==> src/sem_host_pkg.sv <==
// constants and types for the host side of a dual-port flag-space controller
// assumes: one 200 MHz clock, synchronous active-high reset
package sem_host_pkg;

  // -------------------------------------------------------------------------
  // pin widths and flag index
  // -------------------------------------------------------------------------
  localparam int          DATA_W      = 8;
  localparam int          IDX_W       = 3;
  localparam logic [2:0]  IDX_FIRST   = 3'h0;
  localparam logic [2:0]  IDX_LAST    = 3'h7;
  localparam logic [2:0]  IDX_STEP    = 3'h1;
  localparam int          SYNC_STAGES = 2;

  // -------------------------------------------------------------------------
  // timing: access time of the flag space and idle gap between accesses
  // -------------------------------------------------------------------------
  localparam int CLK_NS      = 5;
  localparam int T_ACCESS_NS = 40;  // plain default, slowest expected part
  localparam int T_GAP_NS    = 20;  // select and enable held inactive
  localparam int ACCESS_CYC  = (T_ACCESS_NS + CLK_NS - 1) / CLK_NS;
  localparam int GAP_CYC     = (T_GAP_NS + CLK_NS - 1) / CLK_NS;
  localparam int CNT_W       = 4;
  // the read sample waits for the two synchroniser stages as well
  localparam logic [CNT_W-1:0] PULSE_LD =
    CNT_W'(ACCESS_CYC + SYNC_STAGES - 1);
  localparam logic [CNT_W-1:0] GAP_LD   = CNT_W'(GAP_CYC - 1);
  localparam logic [CNT_W-1:0] CNT_ZERO = 4'h0;
  localparam logic [CNT_W-1:0] CNT_ONE  = 4'h1;

  // -------------------------------------------------------------------------
  // commands and controller states
  // -------------------------------------------------------------------------
  typedef enum logic [1:0] {
    CMD_CLAIM   = 2'b00,
    CMD_RELEASE = 2'b01,
    CMD_READ    = 2'b10,
    CMD_INIT    = 2'b11
  } cmd_e;

  typedef enum logic [2:0] {
    ST_BOOT  = 3'b000,
    ST_IDLE  = 3'b001,
    ST_WRITE = 3'b010,
    ST_READ  = 3'b011,
    ST_GAP   = 3'b100
  } state_e;

  // -------------------------------------------------------------------------
  // carriers
  // -------------------------------------------------------------------------
  typedef struct packed {
    cmd_e             op;
    logic [IDX_W-1:0] idx;
  } cmd_s;

  typedef struct packed {
    logic              flag_space_select_n;
    logic              array_select_n;
    logic              oe_n;
    logic              rw_n;
    logic [IDX_W-1:0]  flag_index_lines;
    logic [DATA_W-1:0] data_out;
    logic              data_oe;
  } pins_s;

  typedef struct packed {
    state_e           st;
    logic [CNT_W-1:0] cnt;
    cmd_e             op;
    logic             last_rd;
    logic             failed;
    pins_s            pins;
    logic             ready;
    logic             done;
    logic             granted;
    logic             flag;
  } ctl_s;

  localparam pins_s PINS_IDLE = '{
    flag_space_select_n: 1'b1,
    array_select_n:      1'b1,
    oe_n:                1'b1,
    rw_n:                1'b1,
    flag_index_lines:    3'h0,
    data_out:            8'h00,
    data_oe:             1'b0
  };

  localparam ctl_s CTL_RESET = '{
    st:      ST_BOOT,
    cnt:     4'h0,
    op:      CMD_INIT,
    last_rd: 1'b0,
    failed:  1'b0,
    pins:    PINS_IDLE,
    ready:   1'b0,
    done:    1'b0,
    granted: 1'b0,
    flag:    1'b1
  };

endpackage

==> src/sem_host.sv <==
// host controller driving one port of a dual-port flag space
// assumes: device pins are asynchronous; user logic shares i_clk
`timescale 1ns/1ps
module sem_host (
  input  wire logic                               i_clk,
  input  wire logic                               i_srst,
  input  wire logic                               i_cmd_valid,
  input  wire sem_host_pkg::cmd_s                 i_cmd,
  output logic                                    o_cmd_ready,
  output logic                                    o_done,
  output logic                                    o_granted,
  output logic                                    o_flag,
  output logic                                    o_flag_space_select_n,
  output logic                                    o_array_select_n,
  output logic                                    o_oe_n,
  output logic                                    o_rw_n,
  output logic [sem_host_pkg::IDX_W-1:0]          o_flag_index_lines,
  output logic [sem_host_pkg::DATA_W-1:0]         o_data,
  output logic                                    o_data_oe,
  input  wire logic [sem_host_pkg::DATA_W-1:0]    i_data
);

  // -------------------------------------------------------------------------
  // pin synchroniser and state
  // -------------------------------------------------------------------------
  logic [sem_host_pkg::DATA_W-1:0] data_sync;
  sem_host_pkg::ctl_s              ctl_reg;
  sem_host_pkg::ctl_s              ctl_next;

  sem_sync2 #(
    .WIDTH (sem_host_pkg::DATA_W)
  ) u_data_sync (
    .i_clk   (i_clk),
    .i_async (i_data),
    .o_sync  (data_sync)
  );

  // -------------------------------------------------------------------------
  // helpers
  // -------------------------------------------------------------------------
  // open one flag-space access; array select never drops
  function automatic sem_host_pkg::ctl_s start_access(
    input sem_host_pkg::ctl_s                   s,
    input logic                                 wr,
    input logic                                 val,
    input logic [sem_host_pkg::IDX_W-1:0]       idx
  );
    sem_host_pkg::ctl_s t;
    t                          = s;
    t.st                       = wr ? sem_host_pkg::ST_WRITE
                                    : sem_host_pkg::ST_READ;
    t.cnt                      = sem_host_pkg::PULSE_LD;
    t.last_rd                  = ~wr;
    t.pins                     = sem_host_pkg::PINS_IDLE;
    t.pins.flag_space_select_n = 1'b0;
    t.pins.rw_n                = ~wr;
    t.pins.oe_n                = wr;
    t.pins.data_oe             = wr;
    t.pins.data_out            = {sem_host_pkg::DATA_W{val}};
    t.pins.flag_index_lines    = idx;
    return t;
  endfunction

  // end the command and hand the port back
  function automatic sem_host_pkg::ctl_s finish(
    input sem_host_pkg::ctl_s s,
    input logic               grant
  );
    sem_host_pkg::ctl_s t;
    t         = s;
    t.st      = sem_host_pkg::ST_IDLE;
    t.ready   = 1'b1;
    t.done    = 1'b1;
    t.granted = grant;
    return t;
  endfunction

  // -------------------------------------------------------------------------
  // next-state logic
  // -------------------------------------------------------------------------
  always_comb begin
    ctl_next      = ctl_reg;
    ctl_next.done = 1'b0;
    unique case (ctl_reg.st)
      // free every flag and clear our request latches after reset
      sem_host_pkg::ST_BOOT: begin
        ctl_next    = start_access(ctl_reg, 1'b1, 1'b1,
                                   sem_host_pkg::IDX_FIRST);
        ctl_next.op = sem_host_pkg::CMD_INIT;
      end
      sem_host_pkg::ST_IDLE: begin
        if (i_cmd_valid) begin
          ctl_next.ready   = 1'b0;
          ctl_next.failed  = 1'b0;
          ctl_next.granted = 1'b0;
          unique case (i_cmd.op)
            // claim opens with the zero write, never with a read
            sem_host_pkg::CMD_CLAIM:
              ctl_next = start_access(ctl_next, 1'b1, 1'b0,
                                      i_cmd.idx);
            sem_host_pkg::CMD_RELEASE:
              ctl_next = start_access(ctl_next, 1'b1, 1'b1,
                                      i_cmd.idx);
            sem_host_pkg::CMD_READ:
              ctl_next = start_access(ctl_next, 1'b0, 1'b0, i_cmd.idx);
            sem_host_pkg::CMD_INIT:
              ctl_next = start_access(ctl_next, 1'b1, 1'b1,
                                      sem_host_pkg::IDX_FIRST);
          endcase
          ctl_next.op = i_cmd.op;
        end
      end
      // hold the strobe, then return all strobes high
      sem_host_pkg::ST_WRITE,
      sem_host_pkg::ST_READ: begin
        if (ctl_reg.cnt == sem_host_pkg::CNT_ZERO) begin
          if (ctl_reg.st == sem_host_pkg::ST_READ) begin
            ctl_next.flag = data_sync[0];  // all bits carry the flag
          end
          ctl_next.pins.flag_space_select_n = 1'b1;
          ctl_next.pins.oe_n                = 1'b1;
          ctl_next.pins.rw_n                = 1'b1;
          ctl_next.pins.data_oe             = 1'b0;
          ctl_next.st                       = sem_host_pkg::ST_GAP;
          ctl_next.cnt                      = sem_host_pkg::GAP_LD;
        end else begin
          ctl_next.cnt = ctl_reg.cnt - sem_host_pkg::CNT_ONE;
        end
      end
      // after the gap decide the next access of the command
      sem_host_pkg::ST_GAP: begin
        if (ctl_reg.cnt != sem_host_pkg::CNT_ZERO) begin
          ctl_next.cnt = ctl_reg.cnt - sem_host_pkg::CNT_ONE;
        end else begin
          unique case (ctl_reg.op)
            sem_host_pkg::CMD_CLAIM: begin
              if (ctl_reg.failed) begin
                ctl_next = finish(ctl_reg, 1'b0);
              end else if (!ctl_reg.last_rd) begin
                ctl_next = start_access(ctl_reg, 1'b0, 1'b0,
                  ctl_reg.pins.flag_index_lines);
              end else if (!ctl_reg.flag) begin
                ctl_next = finish(ctl_reg, 1'b1);
              end else begin
                // withdraw so a stale request cannot seize it later
                ctl_next = start_access(ctl_reg, 1'b1, 1'b1,
                  ctl_reg.pins.flag_index_lines);
                ctl_next.failed = 1'b1;
              end
            end
            sem_host_pkg::CMD_INIT: begin
              if (ctl_reg.pins.flag_index_lines == sem_host_pkg::IDX_LAST)
              begin
                ctl_next = finish(ctl_reg, 1'b0);
              end else begin
                ctl_next = start_access(ctl_reg, 1'b1, 1'b1,
                  ctl_reg.pins.flag_index_lines
                  + sem_host_pkg::IDX_STEP);
              end
            end
            default: begin
              ctl_next = finish(ctl_reg, 1'b0);
            end
          endcase
        end
      end
      default: begin
        ctl_next = sem_host_pkg::CTL_RESET;
      end
    endcase
  end

  // -------------------------------------------------------------------------
  // state register
  // -------------------------------------------------------------------------
  always_ff @(posedge i_clk) begin
    if (i_srst) begin
      ctl_reg <= sem_host_pkg::CTL_RESET;
    end else begin
      ctl_reg <= ctl_next;
    end
  end

  // outputs straight from the state register
  assign o_cmd_ready           = ctl_reg.ready;
  assign o_done                = ctl_reg.done;
  assign o_granted             = ctl_reg.granted;
  assign o_flag                = ctl_reg.flag;
  assign o_flag_space_select_n = ctl_reg.pins.flag_space_select_n;
  assign o_array_select_n      = ctl_reg.pins.array_select_n;
  assign o_oe_n                = ctl_reg.pins.oe_n;
  assign o_rw_n                = ctl_reg.pins.rw_n;
  assign o_flag_index_lines    = ctl_reg.pins.flag_index_lines;
  assign o_data                = ctl_reg.pins.data_out;
  assign o_data_oe             = ctl_reg.pins.data_oe;

  // -------------------------------------------------------------------------
  // assertions
  // -------------------------------------------------------------------------
  logic claim_take;
  logic release_take;
  logic fail_seen;
  assign claim_take   = ctl_reg.st == sem_host_pkg::ST_IDLE && i_cmd_valid
                        && i_cmd.op == sem_host_pkg::CMD_CLAIM;
  assign release_take = ctl_reg.st == sem_host_pkg::ST_IDLE && i_cmd_valid
                        && i_cmd.op == sem_host_pkg::CMD_RELEASE;
  assign fail_seen    = ctl_reg.st == sem_host_pkg::ST_READ
                        && ctl_reg.cnt == sem_host_pkg::CNT_ZERO
                        && ctl_reg.op == sem_host_pkg::CMD_CLAIM
                        && data_sync[0] && !ctl_reg.failed;
endmodule

==> src/sem_sync2.sv <==
// two-stage synchroniser for the flag-space data pins
// assumes: inputs are asynchronous pins, output read on i_clk only
`timescale 1ns/1ps
module sem_sync2 #(
  parameter int WIDTH = 8
) (
  input  wire logic             i_clk,
  input  wire logic [WIDTH-1:0] i_async,
  output logic      [WIDTH-1:0] o_sync
);

  // -------------------------------------------------------------------------
  // two flops; the first is read by the second only
  // -------------------------------------------------------------------------
  logic [WIDTH-1:0] meta_reg;
  logic [WIDTH-1:0] sync_reg;

  always_ff @(posedge i_clk) begin
    meta_reg <= i_async;
    sync_reg <= meta_reg;
  end

  assign o_sync = sync_reg;

endmodule

==> config.mk <==
export PLATFORM = sky130hd
export DESIGN_NAME = sem_host
export DESIGN_NICKNAME = d
export VERILOG_FILES = /design/src/sem_host_pkg.sv /design/src/sem_host.sv /design/src/sem_sync2.sv
export SDC_FILE = /design/constraint.sdc
export NUM_CORES = 1
export LEC_CHECK = 0
export BUFFER_PORTS_ARGS = -buffer_cell sky130_fd_sc_hd__buf_4
export CORE_ASPECT_RATIO = 0.8
export CORE_MARGIN = 4
export CORE_UTILIZATION = 30
export CTS_CLUSTER_DIAMETER = 200
export CTS_CLUSTER_SIZE = 14
export DETAILED_ROUTE_END_ITERATION = 16
export HOLD_SLACK_MARGIN = 0.1
export PLACE_DENSITY = 0.59
export SLEW_MARGIN = 20
export SYNTH_ARGS = -nofsm -noshare
export SYNTH_HDL_FRONTEND = slang
export SYNTH_SLANG_ARGS = --single-unit
export TNS_END_PERCENT = 10
==> constraint.sdc <==
create_clock -name i_clk -period 2.3 [get_ports i_clk]
set_input_delay 0.345 -clock i_clk [delete_from_list [all_inputs] [get_ports i_clk]]
set_output_delay 0.345 -clock i_clk [all_outputs]
set_load 0.02 [all_outputs]
* Word level (Yosys, flattened, before mapping)
Index checks and enable logic that the tools add are counted.
Operators by class: $lt $le $gt $ge 0, add/sub/neg operators 2, div/mod/pow operators 0, multiplexer cells 26, bitwise logic cells 3, equal/unequal tests 38, $mul 0, reduce and logical (&&, ||, !) cells 17, shift-type cells 0
Operator list (count):
- 31-bit one-hot mux with 4 select lines | 1
- 30-bit 2-to-1 mux | 4
- 31-bit one-hot mux with 2 select lines | 1
- 11-bit one-hot mux with 4 select lines | 1
- 31-bit 2-to-1 mux | 1
- 2-bit inequality test (second input constant) | 14
- 7-bit one-hot mux with 4 select lines | 1
- 24-bit 2-to-1 mux | 1
- 4-bit inequality test (second input constant) | 6
- 7-bit AND reduction | 3
- 6-bit AND reduction | 3
- 4-bit one-hot mux with 4 select lines | 1
- 5-bit inequality test (second input constant) | 3
- 13-bit AND reduction | 1
- 1-bit one-hot mux with 4 select lines | 3
- 3-bit one-hot mux with 4 select lines | 1
- 3-bit inequality test (second input constant) | 3
- 4-bit 2-to-1 mux | 2
- 2-bit one-hot mux with 4 select lines | 1
- 2-bit == test (second input constant) | 3
- 3-bit by 2-bit == test with 1-bit output (second input constant) | 2
- 3-bit == test (second input constant) | 2
- 3-bit 2-to-1 mux | 2
- 3-bit AND reduction | 2
- 18 further kinds | 24
Word-level totals: input port bits 16, word-level logic and storage cells 104, memories 0, bits in latches 0, output and inout port bits 20, memory bits (writable) 0, ROM bits 0, bits in registers 33

* Logic depth before layout (Yosys ltp)
Gate-level depths: netlist of run 1.
depth in word-level cells 6, depth in mapped cells 9, depth with buffers taken out 7

* Modules after synthesis
A second synthesis of run 1 with hierarchy kept.
Unflattened totals: cell total of the unflattened synthesis 234, area, all modules 2149.6 µm²
By module, submodules not included:
- sem_host | area an instance 1829.3 µm², cells an instance 218, instances 1, seq. area each 480.5 µm²
- sem_sync2 | area an instance 320.3 µm², cells an instance 16, instances 1, seq. area each 320.3 µm²

* Worst setup path before layout of run 1
Ideal clock, no wire load.
path type register to register, start point register ctl_reg[22] (netlist bit), end point register ctl_reg[27] (netlist bit), clock period less this slack 2.028 ns, path buffers 1, data arrival time 1.894 ns, path slack 0.272 ns, library setup time 0.134 ns, stages on the path, launching flop included 9, required time 2.166 ns, cells stage by stage dfxtp_1 inv_1 ha_1 clkbuf_1 a21o_1 a221o_1 a31oi_1 o311a_1 nor3_1
Between the ends: word-level cells in the longest chain between the ends 4, elaborated cells between the ends (all ways) 10, classes of those cells 5 x eq/ne; 3 x mux; 2 x reduce/logical
RTL lines:
- start, declared | line sem_host.sv:27 | sem_host_pkg::ctl_s ctl_reg;
- start signal, assigned | line sem_host.sv:178 | ctl_reg <= sem_host_pkg::CTL_RESET;
- start signal, assigned | line sem_host.sv:180 | ctl_reg <= ctl_next;
- 2-bit == test or 2-bit zero test (tied branches) | line sem_host.sv:135 | unique case (ctl_reg.op)
- 31-bit one-hot mux with 2 select lines | line sem_host.sv:135
- 4-bit 2-to-1 mux | line sem_host.sv:132 | if (ctl_reg.cnt != sem_host_pkg::CNT_ZERO) begin
- 7-bit one-hot mux with 4 select lines | line sem_host.sv:84 | unique case (ctl_reg.st)
Parallel ways exist; a longest one is shown, timed or not. A chain may end at the register's enable or synchronous reset.

* Worst setup path after layout of run 1
start point register ctl_reg[24] (netlist bit), end point register ctl_reg[21] (netlist bit)
Between the ends: word-level cells in the longest chain between the ends 3
RTL lines (line):
- 4-bit nonzero test | sem_host.sv:132
- 2-bit inequality test (no source line)
- 6-bit AND reduction (no source line)
No other way between the ends.

==> results.sh, run 1 <==
export IMPL_outcome="finished, final reports clean"
export IMPL_yosys_warnings=0
export IMPL_root_buffer="clkbuf_8"
export IMPL_critPathKind="flop to flop"
export IMPL_tns_ns=0
export IMPL_endpoint="ctl_reg[21]"
export IMPL_synthArstFlopShare=0
export IMPL_cts_resized=0
export IMPL_grt_pass1_wl_um=8120
export IMPL_max_slew_margin=0.667
export IMPL_initial_core_util=0.316
export IMPL_intPower_w=0.000943
export IMPL_hold_buffers=0
export IMPL_timing_rr_end="ctl_reg[21]"
export IMPL_path_cells="inv_1 -> ha_1 -> or3b_1 -> buf_4 -> a211o_1 -> a21oi_1 -> mux2i_1 -> nor2_1"
export IMPL_cts_buffer_depth=2
export IMPL_power_w=0.00144
export IMPL_synth_area_mm2=0.00175
export IMPL_required_ns=2.47
export IMPL_numPortBuffers=28
export IMPL_ir_drop_v=0.000277
export IMPL_drtAntennaViolNets=0
export IMPL_clk_latency_ns=0.28
export IMPL_design_portCount=36
export IMPL_die_y_um=76.4
export IMPL_layout_common_cells="buf_4, dfxtp_1, nand2_1, nor2_1"
export IMPL_insertedDiodeCount=0
export IMPL_worst_pin_slew_ns=0.497
export IMPL_cts_tree="done"
export IMPL_finalSetupViolations=0
export IMPL_grt_pass1_vias=1620
export IMPL_hpwl_um=3620
export IMPL_avgSynthCellArea_um2=8.08
export IMPL_reg2reg_depth=8
export IMPL_worst_setup_path_start_kind="flop"
export IMPL_crit_reg2reg_launch="ctl_reg[24]"
export IMPL_maxSlewViolCount=0
export IMPL_syn_num_nets=240
export IMPL_critPathCaptureType="flop"
export IMPL_drive_gt1_frac=0.230
export IMPL_rows=24
export IMPL_totalWireLength_um=4730
export IMPL_worstHoldStart="i_data[0]"
export IMPL_yosysSeqAreaShare=0.297
export IMPL_fin_crit_ns=2.18
export IMPL_final_nets=263
export IMPL_rsz0062_at_grt="false"
export IMPL_synth_edf_count=0
export IMPL_cp_arrival_ns=2.35
export IMPL_finClkSkew_ns=0.00232
export IMPL_cp_max_fo=7
export IMPL_cap_violations=0
export IMPL_gp_congestion=0.931
export IMPL_gr_total_overflow=0
export IMPL_cpMaxStageDelayCell="or3b_1"
export IMPL_power_density_mw_per_mm2=685
export IMPL_dp_cells=313
export IMPL_largest_reg_flops=11
export IMPL_cts_setup_buffers=0
export IMPL_drtPass1Iterations=4
export IMPL_hold_violations=0
export IMPL_p_leak_nw=0.852
export IMPL_route_detailed_drc=0
export IMPL_finalCritPeriodShare=0.946
export IMPL_vias=1690
export IMPL_pwr_share_clk=0.272
export IMPL_p_comb_frac=0.350
export IMPL_finalNonFillerCells=317
export IMPL_critPathMaxStageDelay_ns=0.38
export IMPL_h_tree_depth=1
export IMPL_cts_sinks=26
export IMPL_dominantRegCellSynth="dfxtp_1"
export IMPL_wl_per_cell_um=14.9
export IMPL_grtUsageTotal=0.139
export IMPL_r2r_slack_ns=0.12
export IMPL_fp_coreArea_mm2=0.00556
export IMPL_netlist_instances=217
export IMPL_cts_buffers_inserted=3
export IMPL_p_switching_w=0.000494
export IMPL_place_area_mm2=0.00203
export IMPL_setup_worst_path_start="ctl_reg[24]"
export IMPL_clock_fmax_mhz=460
export IMPL_sw_frac_of_total=0.344
export IMPL_die_w_um=93.5
export IMPL_whs_ns=0.162
export IMPL_fillers=611
export IMPL_syn2layout_area_growth_pct=19.8
export IMPL_die_area_mm2=0.00714
export IMPL_grt_max_degree=24
export IMPL_vias_per_cell=5.33
export IMPL_final_common_cell="buf_4"
export IMPL_drt_iter0_drc=61
export IMPL_antenna_found_initial=0
export IMPL_hold_class="input port to flop"
export IMPL_clk_pin_slew_ns=0.10
export IMPL_yosysUniqueCellTypes=52
export IMPL_ys_ff_latch=26
export IMPL_final_area_mm2=0.00210
export IMPL_pwr_share_seq=0.378
## cell usage after synthesis, types with 7 or more instances
cell type	number	area, µm²
dfxtp_1	26	521
nand2_1	23	86.3
nor2_1	19	71.3
a21oi_1	13	65.1
o21ai_0	13	65.1
buf_4	11	82.6
clkbuf_1	8	30.0
inv_1	8	30.0
nor2b_1	8	50.1
nor3_1	8	40.0
ha_1	7	87.6
## stage by stage
stage / worst slack [ns] / utilization
3_5_place_dp: 0.183 / 0.365
6_report: 0.124 / 0.378
5_1_grt: 0.0117 / 0.378
3_3_place_gp: 0.198 / 0.365
4_1_cts: 0.158 / 0.378
2_1_floorplan: 0.272 / -
## power by group through the flow
stage / sequential, W / clock, W / combinational (W)
floorplan: 0.000557 / 0 / 0.000350
global placement: 0.000551 / 0 / 0.000499
detailed placement: 0.000553 / 0 / 0.000502
CTS: 0.000543 / 0.000402 / 0.000506
global route: 0.000552 / 0.000420 / 0.000551
finish: 0.000543 / 0.000391 / 0.000503
## metal layers
| metal | vias to the layer above | wire [µm] | GRT usage |
|---|---|---|---|
| met5 | - | 0 | 0 |
| met3 | 4 | 290 | 0.0365 |
| met2 | 45 | 2020 | 0.203 |
| met4 | 0 | 31 | 0.0205 |
| li1 | 831 | - | - |
| met1 | 810 | 2390 | 0.207 |
## how the worst min path moves through the flow
stage                                    endpoint  cells after the start
after floorplan             u_data_sync.o_sync[0]                      0
after detailed placement    u_data_sync.o_sync[0]                      0
after global placement      u_data_sync.o_sync[0]                      0
after CTS                 u_data_sync.meta_reg[0]                      1
final                     u_data_sync.meta_reg[0]                      1
after global routing      u_data_sync.meta_reg[0]                      1
## critical path: cells and delay by family (launching register included)
family | cells | cell delay, ns
and+or+nand+nor | 2 | 0.43
DFF | 1 | 0.35
AOI/OAI and AO/OA | 2 | 0.57
adders and majority gates | 1 | 0.20
buffers and inverters | 2 | 0.30
muxes | 1 | 0.22
## cells by family after synthesis
family / Yosys count / synth area share
multiplexers: 3 / 0.0178
AO/OA/AOI/OAI: 67 / 0.285
XOR/XNOR: 1 / 0.00500
buffers and inverters: 32 / 0.0956
AND/OR/NAND/NOR: 81 / 0.250
flip-flops: 26 / 0.297
adder cells (fa/ha/maj): 7 / 0.0500
## area by class of cell
type                    instances  area, µm²  share of cell area
clock buffers                   3       41.3              0.0197
clock inverters                 1       30.0              0.0143
inverters                       8       30.0              0.0143
multi-input cells             159       1060               0.507
flip-flops and latches         26        520               0.248
well taps                      78       97.6              0.0465
repair buffers                 42        315               0.150
(Power assumes the default switching activity.)
==> run 2: changes to the inputs <==
CORE_UTILIZATION = 50   (was 30)
PLACE_DENSITY = 0.84   (was 0.59)
==> results.sh, run 2 (same netlist as run 1, synthesis figures left out) <==
export IMPL_outcome="finished, final reports clean"
export IMPL_cts_buffer_depth=2
export IMPL_seqCellArea_um2=520
export IMPL_worst_setup_path_start_kind="flop"
export IMPL_hold_class="input port to flop"
export IMPL_critPathKind="flop to flop"
export IMPL_grt_pass1_vias=1632
export IMPL_tns_ns=0
export IMPL_cts_tree="done"
export IMPL_p_leak_nw=0.817
export IMPL_critPathCaptureType="flop"
export IMPL_r2r_slack_ns=0.17
export IMPL_power_density_mw_per_mm2=666
export IMPL_crit_reg2reg_launch="o_flag_index_lines[0]"
export IMPL_reg2reg_depth=7
export IMPL_finalSetupViolations=0
export IMPL_grt_pass1_wl_um=7620
export IMPL_cts_buffers_inserted=3
export IMPL_grt_busiest_layer="met2"
export IMPL_required_ns=2.50
export IMPL_hpwl_um=3360
export IMPL_syn2layout_area_growth_pct=13.7
export IMPL_totalWireLength_um=4590
export IMPL_fin_crit_ns=2.13
export IMPL_final_common_cell="buf_4"
export IMPL_grt_max_degree=24
export IMPL_timing_rr_end="o_data_oe"
export IMPL_dp_cells=269
export IMPL_rsz0062_at_grt="false"
export IMPL_clock_fmax_mhz=468
export IMPL_clk_pin_slew_ns=0.09
export IMPL_worst_pin_slew_ns=0.577
export IMPL_clk_latency_ns=0.27
export IMPL_vias=1730
export IMPL_max_slew_margin=0.610
export IMPL_fp_coreArea_mm2=0.00322
export IMPL_vias_per_cell=6.34
export IMPL_maxSlewViolCount=0
export IMPL_gr_total_overflow=0
export IMPL_grtUsageTotal=0.218
export IMPL_drt_iter0_drc=167
export IMPL_fillers=287
export IMPL_design_portCount=36
export IMPL_h_tree_depth=1
export IMPL_root_buffer="clkbuf_8"
export IMPL_drtPass1Iterations=5
export IMPL_cts_sinks=26
export IMPL_antenna_found_initial=0
export IMPL_hold_buffers=0
export IMPL_grt_use_met1=0.308
export IMPL_drive_gt1_frac=0.215
export IMPL_drtAntennaViolNets=0
export IMPL_final_nets=257
export IMPL_layout_common_cells="buf_4, dfxtp_1, nand2_1, nor2_1"
export IMPL_numPortBuffers=28
export IMPL_die_w_um=74.2
export IMPL_cap_violations=0
export IMPL_rows=18
export IMPL_whs_endpoint="u_data_sync.meta_reg[0]"
export IMPL_worstHoldStart="i_data[0]"
export IMPL_multi_input_area_mm2=0.00107
export IMPL_use_met3=0.0579
export IMPL_die_area_mm2=0.00452
export IMPL_route_detailed_drc=0
export IMPL_power_w=0.00133
export IMPL_use_met2=0.316
export IMPL_wl_per_cell_um=16.8
export IMPL_min_delay_path_depth=1
export IMPL_initial_core_util=0.544
export IMPL_cp_arrival_ns=2.33
export IMPL_gp_congestion=0.927
export IMPL_finClkSkew_ns=0.00747
export IMPL_die_y_um=61.0
export IMPL_finalNonFillerCells=273
export IMPL_cp_max_fo=8
export IMPL_hold_violations=0
export IMPL_insertedDiodeCount=0
export IMPL_ir_drop_v=0.000430
export IMPL_largest_reg_flops=11
export IMPL_finalCritPeriodShare=0.928
-- run 2: cell types whose count changed in the layout (fill, tap and decap cells not counted) --
cell       before  now
buf_4          42   36
bufinv_16       1    0
clkbuf_8        3    4
or3b_1          1    0
or3b_4          0    1
-- run 2: how the worst max path moves through the flow --
stage / startpoint / to / slack (ns) / cells after the start
after floorplan: ctl_reg[22] / ctl_reg[27] / 0.27 / 8
after detailed placement: ctl_reg[24] / ctl_reg[20] / 0.14 / 8
after global placement: ctl_reg[24] / ctl_reg[20] / 0.17 / 8
after global routing: ctl_reg[22] / ctl_reg[21] / 0.03 / 8
after CTS: ctl_reg[24] / ctl_reg[20] / 0.10 / 8
final: o_flag_index_lines[0] / o_data_oe / 0.17 / 7
-- run 2: metrics by stage --
step / setup WS [ns] / hold WS [ns] / instance area [µm²] / utilization
global placement: 0.169 / 0.310 / 1940 / 0.601
CTS: 0.100 / 0.166 / 1990 / 0.618
global route: 0.0267 / 0.158 / 1990 / 0.619
detailed placement: 0.145 / 0.318 / 1940 / 0.601
floorplan: 0.272 / 0.310 / 1750 / -
finish: 0.165 / 0.173 / 1990 / 0.619
-- run 2: what timing repair did --
| item | in CTS | in global routing |
|---|---|---|
| gates resized for setup | 0 | 1 |
| endpoints found under the setup margin | 0 | 5 |
| buffers inserted | 0 | 0 |
-- run 2: routing by layer --
| metal | share of wire | wire length, µm |
|---|---|---|
| met5 | 0 | 0 |
| met4 | 0.019 | 88 |
| met3 | 0.12 | 546 |
| met2 | 0.42 | 1940 |
| met1 | 0.44 | 2020 |
-- run 2: area by class of cell --
cell class,count,area share
repair buffers,36,0.136
well taps,40,0.0251
flip-flops and latches,26,0.261
multi-input cells,159,0.535
inverters,8,0.0151
clock buffers,4,0.0276
-- run 2: report_power, final --
group	internal (W)	switching [W]
combinational	0.000203	0.000293
clock	0.000153	0.000142
sequential	0.000494	0.0000411
-- run 2: worst max-delay path, cell delays in order, from the launching register on --
cell	delay [ns]
dfxtp_1	0.36
ha_1	0.21
ha_1	0.24
nand2b_1	0.23
o21a_1	0.31
a211oi_4	0.42
nor2_1	0.10
a211oi_2	0.19
